**config.mk**
```make
export PLATFORM = sky130hd
export DESIGN_NAME = migp_gpio
export DESIGN_NICKNAME = d
export VERILOG_FILES = /design/src/pkg/migp_pkg.sv /design/src/verilog/migp_pin_sync.sv /design/src/verilog/migp_gpio.sv
export VERILOG_INCLUDE_DIRS = /design/src /design/src/pkg
export SDC_FILE = /design/constraint.sdc
export NUM_CORES = 1
export LEC_CHECK = 0
export BUFFER_PORTS_ARGS = -buffer_cell sky130_fd_sc_hd__buf_4
export CORE_MARGIN = 3
export CORE_UTILIZATION = 40
export CTS_CLUSTER_SIZE = 20
export DETAILED_ROUTE_END_ITERATION = 8
export PLACE_DENSITY = 0.63
export SETUP_SLACK_MARGIN = 0.2
export SYNTH_ARGS = -nofsm -noshare
export SYNTH_HDL_FRONTEND = slang
export SYNTH_SLANG_ARGS = --single-unit
```
**constraint.sdc**
```tcl
create_clock -name ref_clk -period 2.6 [get_ports ref_clk]
set_clock_uncertainty 0.15 [all_clocks]
set_input_delay 0.13 -clock ref_clk [delete_from_list [all_inputs] [get_ports ref_clk]]
set_output_delay 0.13 -clock ref_clk [all_outputs]
set_load 0.005 [all_outputs]
```
**src/pkg/migp_map.svh**
```systemverilog
/*
  Constants for the mode-indexed GPIO ports: data file addresses, config-select
  codes, reset values and comparator field positions.
  Assumes inclusion by bare name from the package and design files.
*/
`ifndef MIGP_MAP_SVH
`define MIGP_MAP_SVH

`define MIGP_ADDR_PORT_A   5'h05
`define MIGP_ADDR_PORT_B   5'h06
`define MIGP_ADDR_PORT_C   5'h07

`define MIGP_SEL_CMP       8'h08
`define MIGP_SEL_FLAGS     8'h09
`define MIGP_SEL_EDGE      8'h0a
`define MIGP_SEL_WAKE      8'h0b
`define MIGP_SEL_HYST      8'h0c
`define MIGP_SEL_LEVEL     8'h0d
`define MIGP_SEL_PULLUP    8'h0e
`define MIGP_SEL_DIR       8'h0f

`define MIGP_SEL_RESET     8'h0f
`define MIGP_CFG_RESET     8'hff
`define MIGP_CMP_RESET     8'hff

`define MIGP_CMP_EN_BIT    7
`define MIGP_CMP_OUT_BIT   6
`define MIGP_CMP_RES_BIT   0

`define MIGP_PORT_A_WIDTH  4

`endif

```
**src/pkg/migp_pkg.sv**
```systemverilog
/*
  Types shared by the mode-indexed GPIO ports.
  Assumes migp_map.svh is on the include path.
*/
`default_nettype none
`include "migp_map.svh"

package migp_pkg;
  typedef enum logic [1:0] {
    MIGP_PORT_A    = 2'b00,
    MIGP_PORT_B    = 2'b01,
    MIGP_PORT_C    = 2'b10,
    MIGP_PORT_NONE = 2'b11
  } migp_port_t;
endpackage

`default_nettype wire

```
**src/verilog/migp_pin_sync.sv**
```systemverilog
/*
  Two flip-flop synchroniser for a bus of pin levels.
  Assumes asynchronous pins and one ref_clk domain.
*/
`timescale 1ns/1ps
`default_nettype none

module migp_pin_sync #(
  parameter int W = 8
) (
  input  wire logic         ref_clk,
  input  wire logic         rstn,
  input  wire logic [W-1:0] pin_async,
  output logic      [W-1:0] pin_sync
);
  logic [W-1:0] stage1_r;

  always_ff @(posedge ref_clk or negedge rstn) begin
    if (!rstn) begin
      stage1_r <= '0;
      pin_sync <= '0;
    end else begin
      stage1_r <= pin_async;
      pin_sync <= stage1_r;
    end
  end
endmodule

`default_nettype wire

```
**src/verilog/migp_gpio.sv**
```systemverilog
/*
  Three GPIO ports (A 4-bit, B and C 8-bit) with data registers in the file
  space, a config-select register and config registers reached by a
  port-control write. Port B wake flags and comparator control swap with W.
  Assumes the CPU core gives single-cycle file reads/writes, config-select
  access strobes and a port-control write strobe; analog parts sit outside.
*/
`timescale 1ns/1ps
`default_nettype none

`include "migp_map.svh"

// What this block does
// - Data registers at file addresses 05h-07h
// - Data write drives pins set as output
// - Port A uses low four bits only
// - Input-pin writes still update the latch
// - Data reads return synchronised pin levels
// - Externally held pins read their real level
// - Config-select picks port-control write target
// - Config-select loaded from literal/W, readable
// - Config-select resets to 0Fh
// - Config-select persists until rewritten
// - Direction bit: 1 input, 0 output
// - Pullup bit: 1 off, 0 on
// - Level bit: 1 TTL, 0 CMOS unless hysteresis
// - Hysteresis bit B/C: 0 on, 1 off
// - Wake-disable bit: 0 enables port B wakeup
// - Wake edge: 0 rising, 1 falling
// - Select 09h swaps W with wake flags
// - Wake flag set on selected enabled edge
// - Select 08h swaps W with comparator control
// - Config registers reset to all ones, wake flags to zero
module migp_gpio
  import migp_pkg::*;
#(
  parameter int PA_W = `MIGP_PORT_A_WIDTH,
  parameter int PB_W = 8,
  parameter int PC_W = 8
) (
  input  wire logic            ref_clk,
  input  wire logic            rstn,
  input  wire logic [4:0]      file_addr,
  input  wire logic            file_wr,
  input  wire logic [7:0]      file_wdata,
  output logic      [7:0]      file_rdata,
  output logic                 file_hit,
  input  wire logic            sel_wr,
  input  wire logic [7:0]      sel_wdata,
  output logic      [7:0]      sel_rdata,
  input  wire logic            pctl_wr,
  input  wire migp_port_t      pctl_port,
  input  wire logic [7:0]      w_in,
  output logic                 w_load,
  output logic      [7:0]      w_swap_data,
  input  wire logic            cmp_result,
  input  wire logic [PA_W-1:0] pa_in,
  output logic      [PA_W-1:0] pa_out,
  output logic      [PA_W-1:0] pa_oe,
  output logic      [PA_W-1:0] pa_pullup_en,
  output logic      [PA_W-1:0] pa_ttl_sel,
  input  wire logic [PB_W-1:0] pb_in,
  output logic      [PB_W-1:0] pb_out,
  output logic      [PB_W-1:0] pb_oe,
  output logic      [PB_W-1:0] pb_pullup_en,
  output logic      [PB_W-1:0] pb_ttl_sel,
  output logic      [PB_W-1:0] pb_schmitt_en,
  output logic      [PB_W-1:0] pb_wake_en,
  output logic      [PB_W-1:0] pb_wake_flags_o,
  input  wire logic [PC_W-1:0] pc_in,
  output logic      [PC_W-1:0] pc_out,
  output logic      [PC_W-1:0] pc_oe,
  output logic      [PC_W-1:0] pc_pullup_en,
  output logic      [PC_W-1:0] pc_ttl_sel,
  output logic      [PC_W-1:0] pc_schmitt_en,
  output logic                 cmp_enable,
  output logic                 cmp_pin_out_en
);

  logic [7:0]      config_select_r;
  logic [PA_W-1:0] port_a_data_r, port_a_direction_r, port_a_pullup_off_r, port_a_input_level_r;
  logic [PB_W-1:0] port_b_data_r, port_b_direction_r, port_b_pullup_off_r, port_b_input_level_r;
  logic [PC_W-1:0] port_c_data_r, port_c_direction_r, port_c_pullup_off_r, port_c_input_level_r;
  logic [PB_W-1:0] port_b_hysteresis_off_r, port_b_wake_disable_r, port_b_wake_falling_r;
  logic [PC_W-1:0] port_c_hysteresis_off_r;
  logic [PB_W-1:0] port_b_wake_flags_r, port_b_wake_flags_nxt;
  logic [7:0]      comparator_control_r;
  logic [PA_W-1:0] pa_sync;
  logic [PB_W-1:0] pb_sync;
  logic [PC_W-1:0] pc_sync;
  logic [PB_W-1:0] pb_prev_r;
  logic [PB_W-1:0] pb_edge;
  logic            cmp_sync;
  logic            wr_a, wr_b, wr_c;
  logic            swap_flags, swap_cmp;

  // Pins are asynchronous to ref_clk
  migp_pin_sync #(.W(PA_W)) u_sync_a (
    .ref_clk   (ref_clk),
    .rstn      (rstn),
    .pin_async (pa_in),
    .pin_sync  (pa_sync)
  );

  migp_pin_sync #(.W(PB_W)) u_sync_b (
    .ref_clk   (ref_clk),
    .rstn      (rstn),
    .pin_async (pb_in),
    .pin_sync  (pb_sync)
  );

  migp_pin_sync #(.W(PC_W)) u_sync_c (
    .ref_clk   (ref_clk),
    .rstn      (rstn),
    .pin_async (pc_in),
    .pin_sync  (pc_sync)
  );

  migp_pin_sync #(.W(1)) u_sync_cmp (
    .ref_clk   (ref_clk),
    .rstn      (rstn),
    .pin_async (cmp_result),
    .pin_sync  (cmp_sync)
  );

  assign wr_a = pctl_wr && (pctl_port == MIGP_PORT_A);
  assign wr_b = pctl_wr && (pctl_port == MIGP_PORT_B);
  assign wr_c = pctl_wr && (pctl_port == MIGP_PORT_C);
  assign swap_flags = wr_b && (config_select_r == `MIGP_SEL_FLAGS);
  assign swap_cmp   = wr_b && (config_select_r == `MIGP_SEL_CMP);

  // Config-select register
  always_ff @(posedge ref_clk or negedge rstn) begin
    if (!rstn) begin
      config_select_r <= `MIGP_SEL_RESET;
    end else if (sel_wr) begin
      config_select_r <= sel_wdata;
    end
  end

  assign sel_rdata = config_select_r;

  // Data latches; written regardless of direction
  always_ff @(posedge ref_clk or negedge rstn) begin
    if (!rstn) begin
      port_a_data_r <= '1;
      port_b_data_r <= '1;
      port_c_data_r <= '1;
    end else if (file_wr) begin
      case (file_addr)
        `MIGP_ADDR_PORT_A: port_a_data_r <= file_wdata[PA_W-1:0];
        `MIGP_ADDR_PORT_B: port_b_data_r <= file_wdata[PB_W-1:0];
        `MIGP_ADDR_PORT_C: port_c_data_r <= file_wdata[PC_W-1:0];
        default: begin
        end
      endcase
    end
  end

  // Reads sample pins, not latches
  always_comb begin
    file_rdata = 8'h00;
    file_hit   = 1'b1;
    case (file_addr)
      `MIGP_ADDR_PORT_A: file_rdata[PA_W-1:0] = pa_sync;
      `MIGP_ADDR_PORT_B: file_rdata[PB_W-1:0] = pb_sync;
      `MIGP_ADDR_PORT_C: file_rdata[PC_W-1:0] = pc_sync;
      default:           file_hit = 1'b0;
    endcase
  end

  // Port-control writes, steered by config-select
  always_ff @(posedge ref_clk or negedge rstn) begin
    if (!rstn) begin
      port_a_direction_r   <= '1;
      port_a_pullup_off_r  <= '1;
      port_a_input_level_r <= '1;
    end else if (wr_a) begin
      case (config_select_r)
        `MIGP_SEL_DIR:    port_a_direction_r   <= w_in[PA_W-1:0];
        `MIGP_SEL_PULLUP: port_a_pullup_off_r  <= w_in[PA_W-1:0];
        `MIGP_SEL_LEVEL:  port_a_input_level_r <= w_in[PA_W-1:0];
        default: begin
        end
      endcase
    end
  end

  always_ff @(posedge ref_clk or negedge rstn) begin
    if (!rstn) begin
      port_b_direction_r      <= '1;
      port_b_pullup_off_r     <= '1;
      port_b_input_level_r    <= '1;
      port_b_hysteresis_off_r <= '1;
      port_b_wake_disable_r   <= '1;
      port_b_wake_falling_r   <= '1;
    end else if (wr_b) begin
      case (config_select_r)
        `MIGP_SEL_DIR:    port_b_direction_r      <= w_in[PB_W-1:0];
        `MIGP_SEL_PULLUP: port_b_pullup_off_r     <= w_in[PB_W-1:0];
        `MIGP_SEL_LEVEL:  port_b_input_level_r    <= w_in[PB_W-1:0];
        `MIGP_SEL_HYST:   port_b_hysteresis_off_r <= w_in[PB_W-1:0];
        `MIGP_SEL_WAKE:   port_b_wake_disable_r   <= w_in[PB_W-1:0];
        `MIGP_SEL_EDGE:   port_b_wake_falling_r   <= w_in[PB_W-1:0];
        default: begin
        end
      endcase
    end
  end

  always_ff @(posedge ref_clk or negedge rstn) begin
    if (!rstn) begin
      port_c_direction_r      <= '1;
      port_c_pullup_off_r     <= '1;
      port_c_input_level_r    <= '1;
      port_c_hysteresis_off_r <= '1;
    end else if (wr_c) begin
      case (config_select_r)
        `MIGP_SEL_DIR:    port_c_direction_r      <= w_in[PC_W-1:0];
        `MIGP_SEL_PULLUP: port_c_pullup_off_r     <= w_in[PC_W-1:0];
        `MIGP_SEL_LEVEL:  port_c_input_level_r    <= w_in[PC_W-1:0];
        `MIGP_SEL_HYST:   port_c_hysteresis_off_r <= w_in[PC_W-1:0];
        default: begin
        end
      endcase
    end
  end

  // Wake edge detect on synchronised port B levels
  always_ff @(posedge ref_clk or negedge rstn) begin
    if (!rstn) begin
      pb_prev_r <= '0;
    end else begin
      pb_prev_r <= pb_sync;
    end
  end

  genvar gi;
  generate
    for (gi = 0; gi < PB_W; gi++) begin : g_wake
      assign pb_edge[gi] = !port_b_wake_disable_r[gi] &&
                           (port_b_wake_falling_r[gi] ? (pb_prev_r[gi] && !pb_sync[gi])
                                                      : (!pb_prev_r[gi] && pb_sync[gi]));
    end
  endgenerate

  // Edge in the swap cycle survives: set wins over the swap-in
  always_comb begin
    port_b_wake_flags_nxt = port_b_wake_flags_r;
    if (swap_flags) begin
      port_b_wake_flags_nxt = w_in[PB_W-1:0];
    end
    port_b_wake_flags_nxt = port_b_wake_flags_nxt | pb_edge;
  end

  always_ff @(posedge ref_clk or negedge rstn) begin
    if (!rstn) begin
      port_b_wake_flags_r <= '0;
    end else begin
      port_b_wake_flags_r <= port_b_wake_flags_nxt;
    end
  end

  // Comparator control; result bit follows the analog comparator
  always_ff @(posedge ref_clk or negedge rstn) begin
    if (!rstn) begin
      comparator_control_r <= `MIGP_CMP_RESET;
    end else if (swap_cmp) begin
      comparator_control_r <= w_in;
    end else begin
      comparator_control_r[`MIGP_CMP_RES_BIT] <= cmp_sync;
    end
  end

  // Old contents handed back to W; other writes leave W alone
  always_comb begin
    w_load      = swap_flags || swap_cmp;
    w_swap_data = 8'h00;
    if (swap_flags) begin
      w_swap_data[PB_W-1:0] = port_b_wake_flags_r;
    end else if (swap_cmp) begin
      w_swap_data = comparator_control_r;
    end
  end

  // Pin drive: latch value shows only where direction is output
  assign pa_out = port_a_data_r;
  assign pb_out = port_b_data_r;
  assign pc_out = port_c_data_r;
  assign pa_oe  = ~port_a_direction_r;
  assign pb_oe  = ~port_b_direction_r;
  assign pc_oe  = ~port_c_direction_r;

  assign pa_pullup_en = ~port_a_pullup_off_r;
  assign pb_pullup_en = ~port_b_pullup_off_r;
  assign pc_pullup_en = ~port_c_pullup_off_r;

  // Level select only matters with hysteresis off; port A has none
  assign pa_ttl_sel    = port_a_input_level_r;
  assign pb_ttl_sel    = port_b_input_level_r & port_b_hysteresis_off_r;
  assign pc_ttl_sel    = port_c_input_level_r & port_c_hysteresis_off_r;
  assign pb_schmitt_en = ~port_b_hysteresis_off_r;
  assign pc_schmitt_en = ~port_c_hysteresis_off_r;

  assign pb_wake_en      = ~port_b_wake_disable_r;
  assign pb_wake_flags_o = port_b_wake_flags_r;
  assign cmp_enable      = !comparator_control_r[`MIGP_CMP_EN_BIT];
  assign cmp_pin_out_en  = !comparator_control_r[`MIGP_CMP_OUT_BIT];

endmodule

`default_nettype wire

```
==> qor.csv <==
stage;metric;value;unit
outcome;run_status;finished clean;
clocking;cts_made_buffers;17;
setup_path;cp-end-kind;output pin;
routing;ant_nets;0;
synth;syn_area;0.00767;mm2
pwr;power.density;603;mW/mm2
synth;synthDistinctLibCells;33;
synth;ys_seq_area_share;62.7;%
routing;routedWlPerCell;18.1;um
grt;antenna_found_initial;0;
run;cap_viol_max_count;0;
routing;drt_iter0_markers;204;
synth;ys.flop_type;dfstp_2;
synth;synth-compound-area-share;0.391;%
sta;setup_viol;0;
synth;syn_avg_cell_area;14.4;um2
layout;insertedDiodeCount;0;
placement;placed_cell_area;0.00949;mm2
layout;drive_gt1_share;64.0;%
layout;stdcell_area;0.0107;mm2
clocking;htreeDepth;4;
sta;fin_crit_sh;97.2;%
clocking;cts_tree;yes;
floorplan;die_h;145;um
pwr;power.static_leakage;4.59;nW
grt;met1_usage;21.6;%
synth;ys_warn_count;0;
layout;multi_input_area;0.00257;mm2
floorplan;initial_core_util;40.9;%
floorplan;core_area;0.0188;mm2
synth;synth_xor_area_share;0;%
sta;finalMaxSlewViolations;0;
grt;busiest_layer;met2;
clocking;clockBufferDepth;2;
floorplan;die_width;145;um
floorplan;num_rows;50;
routing;remaining_drc_errors;0;
synth;ys_top_cells_by_area;dfstp_2, dfrtp_1, mux2_2, inv_1, mux2i_1;
grt;grt_pass1_wl;29000;um
sta;rsz0062_at_grt;yes;
synth;synth_top_area_share;42.5;%
floorplan;io_pins;197;
grt;gr-total-overflow;0;
setup_path;crit_arrival;2250;ps
layout;fillCellCount;1577;
synth;synthCells;532;
synth;yosys.area_share.adder;0;%
setup_path;critPathMaxFanout;5;
routing;vias_per_cell;4.86;
setup_path;timing.reg2reg.setup_slack;70;ps
grt;use_met2;32.2;%
synth;muxShareOfSynthArea;22.4;%
grt;gr-usage-all-layers;18.2;%
clocking;cts-root-buf;clkbuf_16;
grt;grt_pass1_vias;5410;
sta;finalCriticalPeriod;2530;ps
clocking;clock-sinks;186;
placement;hpwl;13200;um
setup_path;r2r-end;port_b_wake_falling_r[5];
setup_path;reg2regPathDepth;5;
synth;yosys-top-cells-count;dfstp_2, mux2_2, inv_1, dfrtp_1, mux2i_1;
clocking;insertion_delay;430;ps
synth;syn-num-nets;589;
sta;finalHoldViolCount;0;
sta;worstMarginPinSlew;777;ps
layout;nets;858;
synth;synthArstFlopShare;100;%
synth;synth_top_family_by_area;multiplexers;
setup_path;crit_type;reg -> out;
routing;drt-total-wl;19000;um
grt;use_met3;4.13;%
layout;register_area;0.00481;mm2
synth;synth_edf_count;0;
grt;grt_max_degree;82;
hold_path;hp-class;in -> async;
synth;ys_seq_elements;186;
synth;synthSimpleGateAreaFrac;10.2;%
placement;gp_congestion;0.761;
floorplan;die-area;0.0209;mm2
layout;synthToLayoutAreaGrowth;39.3;%
placement;portBuffers;196;
sta;slew_headroom;48.0;%
sta;fmax;396;MHz
routing;first_pass_iters;4;
setup_path;cp-start-kind;flop;
clocking;clk_pin_slew_worst_paths;70;ps
pwr;ir_drop;0.000472;V
setup_path;worstPathRequired;2320;ps
synth;synth_top_area_cell;dfstp_2;
sta;setup_tns;0;ps
layout;finish.utilization;57.0;%
setup_path;crit-reg2reg-launch;sel_rdata[3];
routing;routed-via-count;5089;
## worst max-delay path by stage
stage	start	to	slack (ps)
global route	sel_rdata[3]	w_swap_data[4]	20
CTS	sel_rdata[3]	w_swap_data[1]	60
floorplan	sel_rdata[3]	port_b_wake_falling_r[0]	270
detailed placement	sel_rdata[3]	w_swap_data[6]	140
finish	sel_rdata[3]	w_swap_data[4]	70
global placement	sel_rdata[3]	w_swap_data[6]	150
## cell usage in the layout, fill, tap and decap left out, drive strengths merged, types with 2 or more instances in the layout
cell           n
buf          213
mux2         132
dfstp        124
inv           69
dfrtp         62
dlygate4sd3   54
clkbuf        21
mux2i         20
nor2          19
nor3          17
and2          16
nor4bb         9
nor4b          9
nor4           7
nand3          7
clkinv         5
a22oi          4
or4            4
nand2b         3
clkinvlp       3
or3b           2
nand4b         2
and4b          2
nand2          2
## cell type report
class	count	share of cell area [%]
sequential	186	45.0
multi-input combinational	262	24.1
timing repair buffer	267	20.5
clock buffer	21	4.31
tap	234	2.74
inverter	67	2.35
clock inverter	11	1.10
## metrics by stage
step	worst slack [ps]	power (mW)	hold slack (ps)	cells
3_5_place_dp	136	3.92	-63.3	958
3_3_place_gp	146	3.89	-79.4	958
5_1_grt	21.3	6.73	51.2	1048
4_1_cts	55.1	6.52	37.6	1046
2_1_floorplan	267	3.52	-316	532
6_report	72.3	6.44	47.9	1048
## cells by family after synthesis
group / after synthesis
AOI/OAI and AO/OA: 4
buffers and inverters: 85
and+or+nand+nor: 105
DFF: 186
muxes: 152
## timing repair
action | in CTS | in global routing
pin swaps | 9 | 1
hold buffers | 54 | 0
gates cloned | 1 | 0
setup buffers | 1 | 2
endpoints found under the hold margin | 237 | 0
gates resized for setup | 9 | 9
endpoints found under the setup margin | 17 | 17
## worst max-delay path: stages, from the launching register on
cell and delay [ps]:
dfstp_2 530, or4b_4 500, or4_4 540, nor2_1 130
buf_4 120
## report_power, final
| part | leakage, nW | total (mW) | switching [mW] | internal, mW |
|---|---|---|---|---|
| registers | 1.98 | 3.26 | 0.114 | 3.15 |
| clock network | 0.273 | 2.49 | 1.10 | 1.39 |
| logic | 2.34 | 0.695 | 0.293 | 0.402 |
## layer usage
| layer | routed length [um] | vias to the layer above | part of all wire [%] |
|---|---|---|---|
| li1 | - | 2350 | - |
| met1 | 7430 | 2567 | 39 |
| met2 | 10200 | 136 | 54 |
| met3 | 850 | 36 | 4.5 |
| met4 | 497 | 0 | 2.6 |
| met5 | 0 | - | 0 |
Note: power is estimated with default switching activity, not from simulation.
